## src/hdl/epiu_pkg.sv

```systemverilog
// constants for the external pin interrupt unit
package epiu_pkg;
   // word indices, byte address is index times four (printed offsets 0x15 and 0x3b are not multiples of four)
   localparam logic [7:0]  IDX_PIN_CHANGE_MASK = 8'h15;
   localparam logic [7:0]  IDX_IRQ_ENABLE      = 8'h3b;
   localparam logic [7:0]  IDX_MCU_CONTROL     = 8'h35;
   localparam logic [7:0]  IDX_IRQ_FLAGS       = 8'h3a;
   localparam logic [7:0]  IDX_CORE_CTRL       = 8'h40;
   localparam logic [7:0]  IDX_PIN_STATUS      = 8'h41;
   localparam logic [7:0]  IDX_IRQ_MASK        = 8'h42;
   localparam logic [9:0]  ADDR_PIN_CHANGE_MASK = {IDX_PIN_CHANGE_MASK, 2'b00};
   localparam logic [9:0]  ADDR_IRQ_ENABLE      = {IDX_IRQ_ENABLE, 2'b00};
   localparam logic [9:0]  ADDR_MCU_CONTROL     = {IDX_MCU_CONTROL, 2'b00};
   localparam logic [9:0]  ADDR_IRQ_FLAGS       = {IDX_IRQ_FLAGS, 2'b00};
   localparam logic [9:0]  ADDR_CORE_CTRL       = {IDX_CORE_CTRL, 2'b00};
   localparam logic [9:0]  ADDR_PIN_STATUS      = {IDX_PIN_STATUS, 2'b00};
   localparam logic [9:0]  ADDR_IRQ_MASK        = {IDX_IRQ_MASK, 2'b00};
   // field positions
   localparam int          BIT_EXT_ENABLE  = 6;
   localparam int          BIT_PC_ENABLE   = 5;
   localparam int          BIT_EXT_FLAG    = 6;
   localparam int          BIT_PC_FLAG     = 5;
   localparam int          BIT_GLOBAL_EN   = 0;
   localparam int          BIT_IO_CLK_RUN  = 1;
   // reset values and writable masks
   localparam logic [7:0]  RST_PIN_CHANGE_MASK = 8'h3f;
   localparam logic [7:0]  RST_IRQ_ENABLE      = 8'h00;
   localparam logic [7:0]  RST_MCU_CONTROL     = 8'h00;
   localparam logic [7:0]  RST_CORE_CTRL       = 8'h02;
   localparam logic [7:0]  WMASK_PIN_CHANGE    = 8'h3f;
   localparam logic [7:0]  WMASK_IRQ_ENABLE    = 8'h60;
   localparam logic [7:0]  WMASK_MCU_CONTROL   = 8'h03;
   localparam logic [7:0]  WMASK_CORE_CTRL     = 8'h03;
   localparam logic [7:0]  WMASK_FLAGS         = 8'h60;
   // vectors
   localparam logic [3:0]  VEC_NONE  = 4'h0;
   localparam logic [3:0]  VEC_EXT   = 4'h2;
   localparam logic [3:0]  VEC_PC    = 4'h3;
   // axi responses
   localparam logic [1:0]  RESP_OKAY   = 2'b00;
   localparam logic [1:0]  RESP_SLVERR = 2'b10;
   typedef enum logic [1:0] {
      SENSE_LOW     = 2'b00,
      SENSE_ANY     = 2'b01,
      SENSE_FALLING = 2'b10,
      SENSE_RISING  = 2'b11
   } epiu_sense_e;
endpackage : epiu_pkg

```

## src/hdl/epiu_top.sv

```systemverilog
// external pin interrupt unit with axi4-lite register slave
// Behaviour
// pin activity raises requests even when pins are driven as outputs
// any toggle on a masked-in pin-change input sets the shared request
// pin change detection needs no io clock, so it wakes any sleep
// enabled level mode requests for as long as the pin stays low
// edges on the external pin are seen only while io clock runs
// low level is seen without io clock, waking from deep sleep
// level gone before start-up still wakes; no interrupt then taken
// sense select: 00 low, 01 any change, 10 falling, 11 rising
// pin sampled before edge detection; pulses over one clock caught
// driver must hold low level until current instruction completes
// request to core needs global enable and matching enable bit
// enable register: bit 6 external, bit 5 pin change, own vectors
// external flag sets on edge, clears on entry or write one, zero in level
// pin change flag sets on change, clears on entry or write one; here it sets only while enable bit 5 is on
// six mask bits gate pin change inputs, reset to one
// unused bits ignore writes and read zero
// external request is vector 2, pin change vector 3
// external pin passes a two-stage synchroniser before edge compare
//
// Our own choice: the AXI4-Lite register port.
`timescale 1ns/1ns
module epiu_top #(
   parameter int PC_WIDTH = 6
) (
   input  wire logic                clk,
   input  wire logic                reset,
   input  wire logic                ext_irq_pin,
   input  wire logic [PC_WIDTH-1:0] pin_change_inputs,
   input  wire logic                irq_ack,
   input  wire logic [3:0]          irq_ack_vector,
   input  wire logic [11:0]         s_axi_awaddr,
   input  wire logic                s_axi_awvalid,
   output logic                     s_axi_awready,
   input  wire logic [31:0]         s_axi_wdata,
   input  wire logic [3:0]          s_axi_wstrb,
   input  wire logic                s_axi_wvalid,
   output logic                     s_axi_wready,
   output logic [1:0]               s_axi_bresp,
   output logic                     s_axi_bvalid,
   input  wire logic                s_axi_bready,
   input  wire logic [11:0]         s_axi_araddr,
   input  wire logic                s_axi_arvalid,
   output logic                     s_axi_arready,
   output logic [31:0]              s_axi_rdata,
   output logic [1:0]               s_axi_rresp,
   output logic                     s_axi_rvalid,
   input  wire logic                s_axi_rready,
   output logic                     irq_request,
   output logic [3:0]               irq_vector,
   output logic                     wake_request,
   output logic                     irq
);

   typedef struct packed {
      logic [7:0]          pc_mask;
      logic [7:0]          enable;
      logic [7:0]          control;
      logic [7:0]          flags;
      logic [7:0]          core_ctrl;
      logic [7:0]          status_mask;
      logic                ext_meta;
      logic                ext_sync;
      logic                ext_prev;
      logic [PC_WIDTH-1:0] pc_prev;
      logic                aw_held;
      logic [9:0]          aw_addr;
      logic                w_held;
      logic [31:0]         w_data;
      logic [3:0]          w_strb;
      logic                awready;
      logic                wready;
      logic                bvalid;
      logic [1:0]          bresp;
      logic                arready;
      logic                rvalid;
      logic [31:0]         rdata;
      logic [1:0]          rresp;
      logic                irq_request;
      logic [3:0]          irq_vector;
      logic                wake_request;
      logic                irq;
   } epiu_state_s;

   epiu_state_s st;
   epiu_state_s next_st;

   epiu_pkg::epiu_sense_e sense;
   logic                  io_clk_run;
   logic                  global_en;
   logic                  ext_edge;
   logic                  level_low;
   logic                  pc_change;
   logic                  do_write;
   logic [7:0]            wbyte;
   logic [7:0]            rbyte;
   logic                  rd_hit;
   logic                  wr_hit;
   logic [7:0]            live_flags;
   logic                  ext_pend;
   logic                  pc_pend;

   assign sense      = epiu_pkg::epiu_sense_e'(st.control[1:0]);
   assign io_clk_run = st.core_ctrl[epiu_pkg::BIT_IO_CLK_RUN];
   assign global_en  = st.core_ctrl[epiu_pkg::BIT_GLOBAL_EN];
   assign wbyte      = st.w_data[7:0];

   // synchronised level compared with its previous sample; edges are only
   // trusted while the io clock is said to run, as in the real sleep modes
   always_comb begin
      ext_edge = 1'b0;
      unique case (sense)
         epiu_pkg::SENSE_LOW:     ext_edge = 1'b0;
         epiu_pkg::SENSE_ANY:     ext_edge = st.ext_sync ^ st.ext_prev;
         epiu_pkg::SENSE_FALLING: ext_edge = st.ext_prev & ~st.ext_sync;
         epiu_pkg::SENSE_RISING:  ext_edge = ~st.ext_prev & st.ext_sync;
      endcase
      ext_edge = ext_edge & io_clk_run;
   end

   // level and pin change read the raw inputs so they work with io clock off;
   // inputs are taken as synchronous here, so no extra stage is needed
   assign level_low = (sense == epiu_pkg::SENSE_LOW) & ~ext_irq_pin;
   assign pc_change = |((pin_change_inputs ^ st.pc_prev)
                       & st.pc_mask[PC_WIDTH-1:0]);

   // level mode flag reads as clear, the request follows the pin directly
   assign ext_pend = st.enable[epiu_pkg::BIT_EXT_ENABLE]
                   & (level_low | st.flags[epiu_pkg::BIT_EXT_FLAG]);
   assign pc_pend  = st.enable[epiu_pkg::BIT_PC_ENABLE]
                   & st.flags[epiu_pkg::BIT_PC_FLAG];

   always_comb begin
      live_flags = st.flags;
      if (sense == epiu_pkg::SENSE_LOW) begin
         live_flags[epiu_pkg::BIT_EXT_FLAG] = 1'b0;
      end
   end

   always_comb begin
      rd_hit = 1'b1;
      rbyte  = 8'h00;
      unique case (s_axi_araddr[9:0])
         epiu_pkg::ADDR_PIN_CHANGE_MASK: rbyte = st.pc_mask;
         epiu_pkg::ADDR_IRQ_ENABLE:      rbyte = st.enable;
         epiu_pkg::ADDR_MCU_CONTROL:     rbyte = st.control;
         epiu_pkg::ADDR_IRQ_FLAGS:       rbyte = live_flags;
         epiu_pkg::ADDR_CORE_CTRL:       rbyte = st.core_ctrl;
         epiu_pkg::ADDR_IRQ_MASK:        rbyte = st.status_mask;
         epiu_pkg::ADDR_PIN_STATUS:
            rbyte = {1'b0, st.ext_sync, pin_change_inputs};
         default:                        rd_hit = 1'b0;
      endcase
      if (s_axi_araddr[11:10] != 2'b00) begin
         rd_hit = 1'b0;
      end
   end

   assign do_write = st.aw_held & st.w_held & ~st.bvalid;
   always_comb begin
      unique case (st.aw_addr)
         epiu_pkg::ADDR_PIN_CHANGE_MASK,
         epiu_pkg::ADDR_IRQ_ENABLE,
         epiu_pkg::ADDR_MCU_CONTROL,
         epiu_pkg::ADDR_IRQ_FLAGS,
         epiu_pkg::ADDR_CORE_CTRL,
         epiu_pkg::ADDR_PIN_STATUS,
         epiu_pkg::ADDR_IRQ_MASK: wr_hit = 1'b1;
         default:                 wr_hit = 1'b0;
      endcase
   end

   always_comb begin
      next_st = st;
      // two-stage synchroniser; only the second stage feeds the compare
      next_st.ext_meta = ext_irq_pin;
      next_st.ext_sync = st.ext_meta;
      next_st.ext_prev = st.ext_sync;
      next_st.pc_prev  = pin_change_inputs;

      // write channel: address and data taken in either order
      // ready must not wait for valid to drop, or a holding master stalls
      next_st.awready = ~st.aw_held;
      next_st.wready  = ~st.w_held;
      if (s_axi_awvalid & st.awready) begin
         next_st.aw_held = 1'b1;
         next_st.aw_addr = s_axi_awaddr[9:0];
         next_st.awready = 1'b0;
      end
      if (s_axi_wvalid & st.wready) begin
         next_st.w_held = 1'b1;
         next_st.w_data = s_axi_wdata;
         next_st.w_strb = s_axi_wstrb;
         next_st.wready = 1'b0;
      end
      if (do_write & st.w_strb[0]) begin
         unique case (st.aw_addr)
            epiu_pkg::ADDR_PIN_CHANGE_MASK:
               next_st.pc_mask = wbyte & epiu_pkg::WMASK_PIN_CHANGE;
            epiu_pkg::ADDR_IRQ_ENABLE:
               next_st.enable = wbyte & epiu_pkg::WMASK_IRQ_ENABLE;
            epiu_pkg::ADDR_MCU_CONTROL:
               next_st.control = wbyte & epiu_pkg::WMASK_MCU_CONTROL;
            epiu_pkg::ADDR_IRQ_FLAGS:
               next_st.flags = st.flags & ~(wbyte & epiu_pkg::WMASK_FLAGS);
            epiu_pkg::ADDR_CORE_CTRL:
               next_st.core_ctrl = wbyte & epiu_pkg::WMASK_CORE_CTRL;
            epiu_pkg::ADDR_IRQ_MASK:
               next_st.status_mask = wbyte & epiu_pkg::WMASK_FLAGS;
            default: ;
         endcase
      end
      if (do_write) begin
         next_st.aw_held = 1'b0;
         next_st.w_held  = 1'b0;
         next_st.bvalid  = 1'b1;
         next_st.bresp   = wr_hit ? epiu_pkg::RESP_OKAY
                                  : epiu_pkg::RESP_SLVERR;
      end
      if (st.bvalid & s_axi_bready) begin
         next_st.bvalid = 1'b0;
      end

      // read channel: one cycle after the address is taken
      next_st.arready = ~st.rvalid;
      if (s_axi_arvalid & st.arready) begin
         next_st.arready = 1'b0;
         next_st.rvalid  = 1'b1;
         next_st.rdata   = {24'h00_0000, rbyte};
         next_st.rresp   = rd_hit ? epiu_pkg::RESP_OKAY
                                  : epiu_pkg::RESP_SLVERR;
      end
      if (st.rvalid & s_axi_rready) begin
         next_st.rvalid = 1'b0;
      end

      // handler entry clears its own flag; a new event the same cycle wins
      if (irq_ack & (irq_ack_vector == epiu_pkg::VEC_EXT)) begin
         next_st.flags[epiu_pkg::BIT_EXT_FLAG] = 1'b0;
      end
      if (irq_ack & (irq_ack_vector == epiu_pkg::VEC_PC)) begin
         next_st.flags[epiu_pkg::BIT_PC_FLAG] = 1'b0;
      end
      if (ext_edge) begin
         next_st.flags[epiu_pkg::BIT_EXT_FLAG] = 1'b1;
      end
      if (pc_change & st.enable[epiu_pkg::BIT_PC_ENABLE]) begin
         next_st.flags[epiu_pkg::BIT_PC_FLAG] = 1'b1;
      end
      if (sense == epiu_pkg::SENSE_LOW) begin
         next_st.flags[epiu_pkg::BIT_EXT_FLAG] = 1'b0;
      end

      // external request has priority by its lower vector number
      next_st.irq_request = global_en & (ext_pend | pc_pend);
      if (global_en & ext_pend) begin
         next_st.irq_vector = epiu_pkg::VEC_EXT;
      end else if (global_en & pc_pend) begin
         next_st.irq_vector = epiu_pkg::VEC_PC;
      end else begin
         next_st.irq_vector = epiu_pkg::VEC_NONE;
      end
      // wake needs no global enable: a short low level still wakes the core
      // even if no request is left by the time it runs again
      next_st.wake_request = ext_pend | pc_pend;
      next_st.irq = |(live_flags & st.status_mask);
   end

   always_ff @(posedge clk) begin
      if (reset) begin
         st             <= '0;
         st.pc_mask     <= epiu_pkg::RST_PIN_CHANGE_MASK;
         st.enable      <= epiu_pkg::RST_IRQ_ENABLE;
         st.control     <= epiu_pkg::RST_MCU_CONTROL;
         st.core_ctrl   <= epiu_pkg::RST_CORE_CTRL;
         st.ext_meta    <= 1'b1;
         st.ext_sync    <= 1'b1;
         st.ext_prev    <= 1'b1;
      end else begin
         st <= next_st;
      end
   end

   assign s_axi_awready = st.awready;
   assign s_axi_wready  = st.wready;
   assign s_axi_bvalid  = st.bvalid;
   assign s_axi_bresp   = st.bresp;
   assign s_axi_arready = st.arready;
   assign s_axi_rvalid  = st.rvalid;
   assign s_axi_rdata   = st.rdata;
   assign s_axi_rresp   = st.rresp;
   assign irq_request   = st.irq_request;
   assign irq_vector    = st.irq_vector;
   assign wake_request  = st.wake_request;
   assign irq           = st.irq;

endmodule : epiu_top

```

## config.mk

```make
export PLATFORM = sky130hd
export DESIGN_NAME = epiu_top
export DESIGN_NICKNAME = d
export VERILOG_FILES = /design/src/hdl/epiu_pkg.sv /design/src/hdl/epiu_top.sv
export SDC_FILE = /design/constraint.sdc
export NUM_CORES = 1
export LEC_CHECK = 0
export ABC_AREA = 1
export ABC_CLOCK_PERIOD_IN_PS = 1400
export BUFFER_PORTS_ARGS = -buffer_cell sky130_fd_sc_hd__buf_2
export CAP_MARGIN = 15
export CORE_UTILIZATION = 30
export CTS_CLUSTER_SIZE = 12
export DETAILED_ROUTE_END_ITERATION = 10
export HOLD_SLACK_MARGIN = 0.12
export PLACE_DENSITY_LB_ADDON = 0.3
export SLEW_MARGIN = 10
export SYNTH_ARGS = -nofsm -noshare
export SYNTH_HDL_FRONTEND = slang
export SYNTH_SLANG_ARGS = --single-unit
```

## constraint.sdc

```tcl
create_clock -name clk -period 1.4 [get_ports clk]
set_input_delay 0.28 -clock clk [delete_from_list [all_inputs] [get_ports clk]]
set_output_delay 0.28 -clock clk [all_outputs]
set_load 0.01 [all_outputs]
```

* After elaboration in Yosys (flattened, before gate mapping)
Index checks and enable logic that the tools add are counted.
Word-level totals: bits in registers 75, bits in latches 0, bits in writable memories 0, ROM bits 0, word-level logic and storage cells 128, memories kept 0
Operators by class: add/sub/neg operators 0, multipliers 0, divide/modulo/power cells 0, order comparisons 0, equal/unequal tests 19, shift operators 0, muxes and demuxes 18, bitwise operators 35, reductions and logical operators 26
Operator list (number):
- $eq 10x8->1 const B | 6
- $eq 10x9->1 const B | 6
- $pmux 8 s7 | 1
- $mux 23 | 1
- $and 1x1->1 | 20
- $eq 10x7->1 const B | 2
- $reduce_and 2->1 | 8
- $reduce_or 2->1 | 8
- $mux 7 | 2
- $reduce_or 7->1 | 2
- $reduce_bool 3->1 | 4
- $mux 2 | 5
- $and 8x7->8 | 1
- $and 8x8->8 | 1
- $eq 4x2->1 const B | 2
- $mux 1 | 8
- $not 7->8 | 1
- $reduce_or 8->1 | 1
- $not 1->1 | 7
- $and 6x6->6 | 1
- $reduce_or 6->1 | 1
- $xor 6x6->6 | 1
- $eq 2x2->1 const B | 2
- $pmux 1 s4 | 1
- 5 further kinds | 6

* Longest topological paths before layout
word-level depth 6, gate-level depth with buffers 11, gate-level depth less buffers 11

* Worst setup path after synthesis
OpenSTA, ideal clock, no wires.
path type reg2reg, start point reg st[94] in the netlist's numbering, end point reg st[150] in the netlist's numbering, setup time 0.128 ns, arrival 1.148 ns, data required time 1.272 ns, path slack 0.124 ns, stages on the path, launching flop included 9, path through dfxtp_1 -> or2_4 -> nor2_8 -> nand2_4 -> nor2_4 -> nand2_2 -> buf_6 -> nand2_1 -> o211ai_2
On the way: word-level cells in the longest chain between the ends 2
Ends and longest elaborated chain:
- from (decl) | RTL line epiu_top.sv:86 | epiu_state_s st;
- from (signal assigned) | RTL line epiu_top.sv:281 | st <= next_st;
- $eq 10x7->1 | RTL line epiu_top.sv:198 | unique case (st.aw_addr)
- $reduce_and 2->1 (no source line)
Every way passes these cells. A chain may end at the register's enable or synchronous reset.

* Final worst setup path
start point reg st[89] in the netlist's numbering, end point reg st[143] in the netlist's numbering
On the way: word-level cells in the longest chain between the ends 2
Ends and longest elaborated chain (RTL line):
- $eq 10x8->1 | epiu_top.sv:198
- $reduce_and 2->1 (no source line)
Every way passes these cells.

==> results.json <==
{
  "multi_input_area_um2": 1560,
  "cellLeakagePower_nw": 1.89,
  "die_w_um": 106,
  "yosysWarnings": 0,
  "synth-seq-cells": 64,
  "cp_data_arrival_time_ns": 1.59,
  "synthTopCellsByArea": "dfxtp_1, buf_4, nand2_1",
  "dpl.cell_count": 628,
  "maxCapViolations": 0,
  "final_common_cell": "buf_2",
  "synth_xor_area_share_pct": 0.268,
  "clk_path_buf_depth": 2,
  "crit-reg2reg-capture": "st[143]",
  "instances_no_fill": 648,
  "grt-ovfl-total": 0,
  "synthAdderAreaFrac_pct": 0.766,
  "setup_ws_ns": 0.0446,
  "postRouteAntennaNets": 0,
  "whs_path_depth": 3,
  "viasPerCell": 4.46,
  "place_ws_ns": -0.0286,
  "fin_crit_sh_pct": 96.8,
  "cts.sinks": 64,
  "r2r_start": "st[89]",
  "setup_violations": 0,
  "fin_area_um2": 3890,
  "diodes": 0,
  "yosysTopAreaCell": "dfxtp_1",
  "powerDensity_nw_per_um2": 994,
  "insertion_delay_ns": 0.34,
  "final-max-slew-violation-count": 0,
  "fmax_ghz": 0.738,
  "start_util_pct": 31.4,
  "num_vias": 2887,
  "grt_max_degree": 30,
  "synth_compound_area_share_pct": 15.7,
  "die_h_um": 106,
  "fillers": 1128,
  "dp_hpwl_um": 5760,
  "htree_levels": 3,
  "worstSetupPathType": "register to register",
  "hp-start": "ext_irq_pin",
  "worst_hold_path.endpoint": "next_st[103]",
  "startpoint_type": "register",
  "final.setup_skew_ns": 0.0114,
  "synth_seq_area_share_pct": 39.2,
  "rsz0062_at_grt": "yes",
  "synth_top_family_by_area": "simple AND/OR/NAND/NOR gates",
  "grt_antenna_before_repair": 0,
  "syn_avg_cell_area_um2": 7.54,
  "endpoint_kind": "register",
  "grt_pass1_wl_um": 12400,
  "finalPower_mw": 3.87,
  "worstHoldPathType": "input port to register",
  "place.gp.congestion": 0.787,
  "io_pins": 127,
  "grt_pass1_vias": 2738,
  "post-route-drc-count": 0,
  "reg2reg_depth": 6,
  "critPathRequiredTime_ns": 1.63,
  "netlist_area_um2": 3270,
  "final_cell_mix": "buf_2, dfxtp_1, nand2_1, nor2_1, inv_1",
  "regArea_um2": 1290,
  "portBuffers": 67,
  "hold_viol_final": 0,
  "r2r_slack_ns": 0.04,
  "syn_inst": 433,
  "postPlaceCellArea_um2": 3650,
  "synth_edf_count": 0,
  "min_period_ns": 1.36,
  "coreArea_um2": 10400,
  "cts_tree": "done",
  "drt-total-wl_um": 7500,
  "synth-simple-area-share_pct": 27.0,
  "critPathMaxFanout": 4,
  "drt-initial-drc-count": 116,
  "root_buffer": "clkbuf_8",
  "cts_made_buffers": 9,
  "max-vdd-ir-drop_mv": 0.451,
  "syn2layout_area_growth_pct": 19.3,
  "first_pass_iters": 4,
  "synth_cell_types": 38,
  "fin_tns_setup_ns": 0,
  "async_flop_share_pct": 0,
  "synth.area.mux_share_pct": 0,
  "status": "finished, final reports clean",
  "clkTransAtPathRegs_ns": 0.07,
  "fp.dieArea_um2": 11300,
  "fin_nets": 588,
  "synthFlopType": "dfxtp_1",
  "synth_top_area_share_pct": 39.2,
  "row_count": 37,
  "drive_gt1_share_pct": 28.7,
  "grt_use_total_pct": 13.9,
  "wl_per_cell_um": 11.6
}
## where the power goes
part / leakage, nW / total, mW / internal [mW] / switching [mW]
clock network: 0.0886 / 1.46 / 0.739 / 0.721
logic: 1.28 / 0.474 / 0.179 / 0.295
registers: 0.524 / 1.94 / 1.89 / 0.0457
## synth_stat cells, drive strengths merged, types with 2 or more instances
master / count
buf: 44
nand4: 14
or2: 3
nor3: 13
ha: 2
a21oi: 38
o211ai: 8
nand2: 60
o22ai: 4
inv: 52
dfxtp: 64
o21ai: 37
nand3: 24
nor2: 56
clkbuf: 7
## cell families (layout without fill, tap and decap cells)
group | count (synthesis) | in the layout
compound gates | 90 | 90
fa+ha+maj | 2 | 2
simple gates | 171 | 171
other cells | 1 | 29
buf+inv | 104 | 155
flops | 64 | 64
xor+xnor | 1 | 1
## flip-flops by register name, indices dropped and copies added, names as in the netlist
signal,flops
st,38
io_clk_run,1
s_axi_rresp,1
s_axi_arready,1
irq_vector,2
sense,2
next_st,2
s_axi_rdata,7
live_flags,1
irq,1
s_axi_rvalid,1
global_en,1
s_axi_bvalid,1
s_axi_bresp,1
s_axi_awready,1
s_axi_wready,1
irq_request,1
wake_request,1
## routing by layer
layer | track usage [%] | vias up | part of all wire (%)
met4 | 5.36 | 0 | 1.8
met2 | 23.2 | 92 | 46
met3 | 3.62 | 9 | 5.1
li1 | - | 1498 | -
met1 | 17.0 | 1288 | 47
met5 | 0 | - | 0
## stage by stage
| step | util (%) | hold WS (ns) |
|---|---|---|
| detailed placement | 35.0 | 0.407 |
| finish | 37.4 | 0.134 |
| CTS | 37.0 | 0.131 |
| global route | 37.4 | 0.139 |
| global placement | 35.0 | 0.396 |
| floorplan | - | 0.374 |
## what timing repair did
item | CTS | global route
gates resized for setup | 2 | 8
endpoints found under the hold margin | 1 | 0
pin swaps | 0 | 7
endpoints found under the setup margin | 7 | 11
hold buffers | 1 | 0
gates cloned | 0 | 0
setup buffers | 0 | 3
## worst max-delay path by stage
stage                   end  cells after the start   start  slack [ns]
floorplan           st[150]                      8  st[94]        0.12
global placement    st[150]                      7  st[94]        0.02
detailed placement  st[150]                      7  st[94]       -0.03
CTS                 st[143]                      5  st[94]        0.02
global route        st[143]                      6  st[89]       -0.04
finish              st[143]                      6  st[89]        0.04
## layout make-up
type | count | share of cell area [%]
Multi-Input combinational cell | 293 | 40.1
Timing Repair Buffer | 86 | 12.7
Clock inverter | 4 | 0.739
Clock buffer | 12 | 3.98
Inverter | 53 | 5.11
Sequential cell | 64 | 33.0
Tap cell | 136 | 4.37
## worst max-delay path, stage by stage (launching register included)
cell and delay (ns):
dfxtp_2 0.33, inv_2 0.06, nand4_1 0.19, nor3_4 0.22
nand4_1 0.21, o21ai_1 0.19, a21oi_1 0.05
Power figures use the tool's default switching activity.
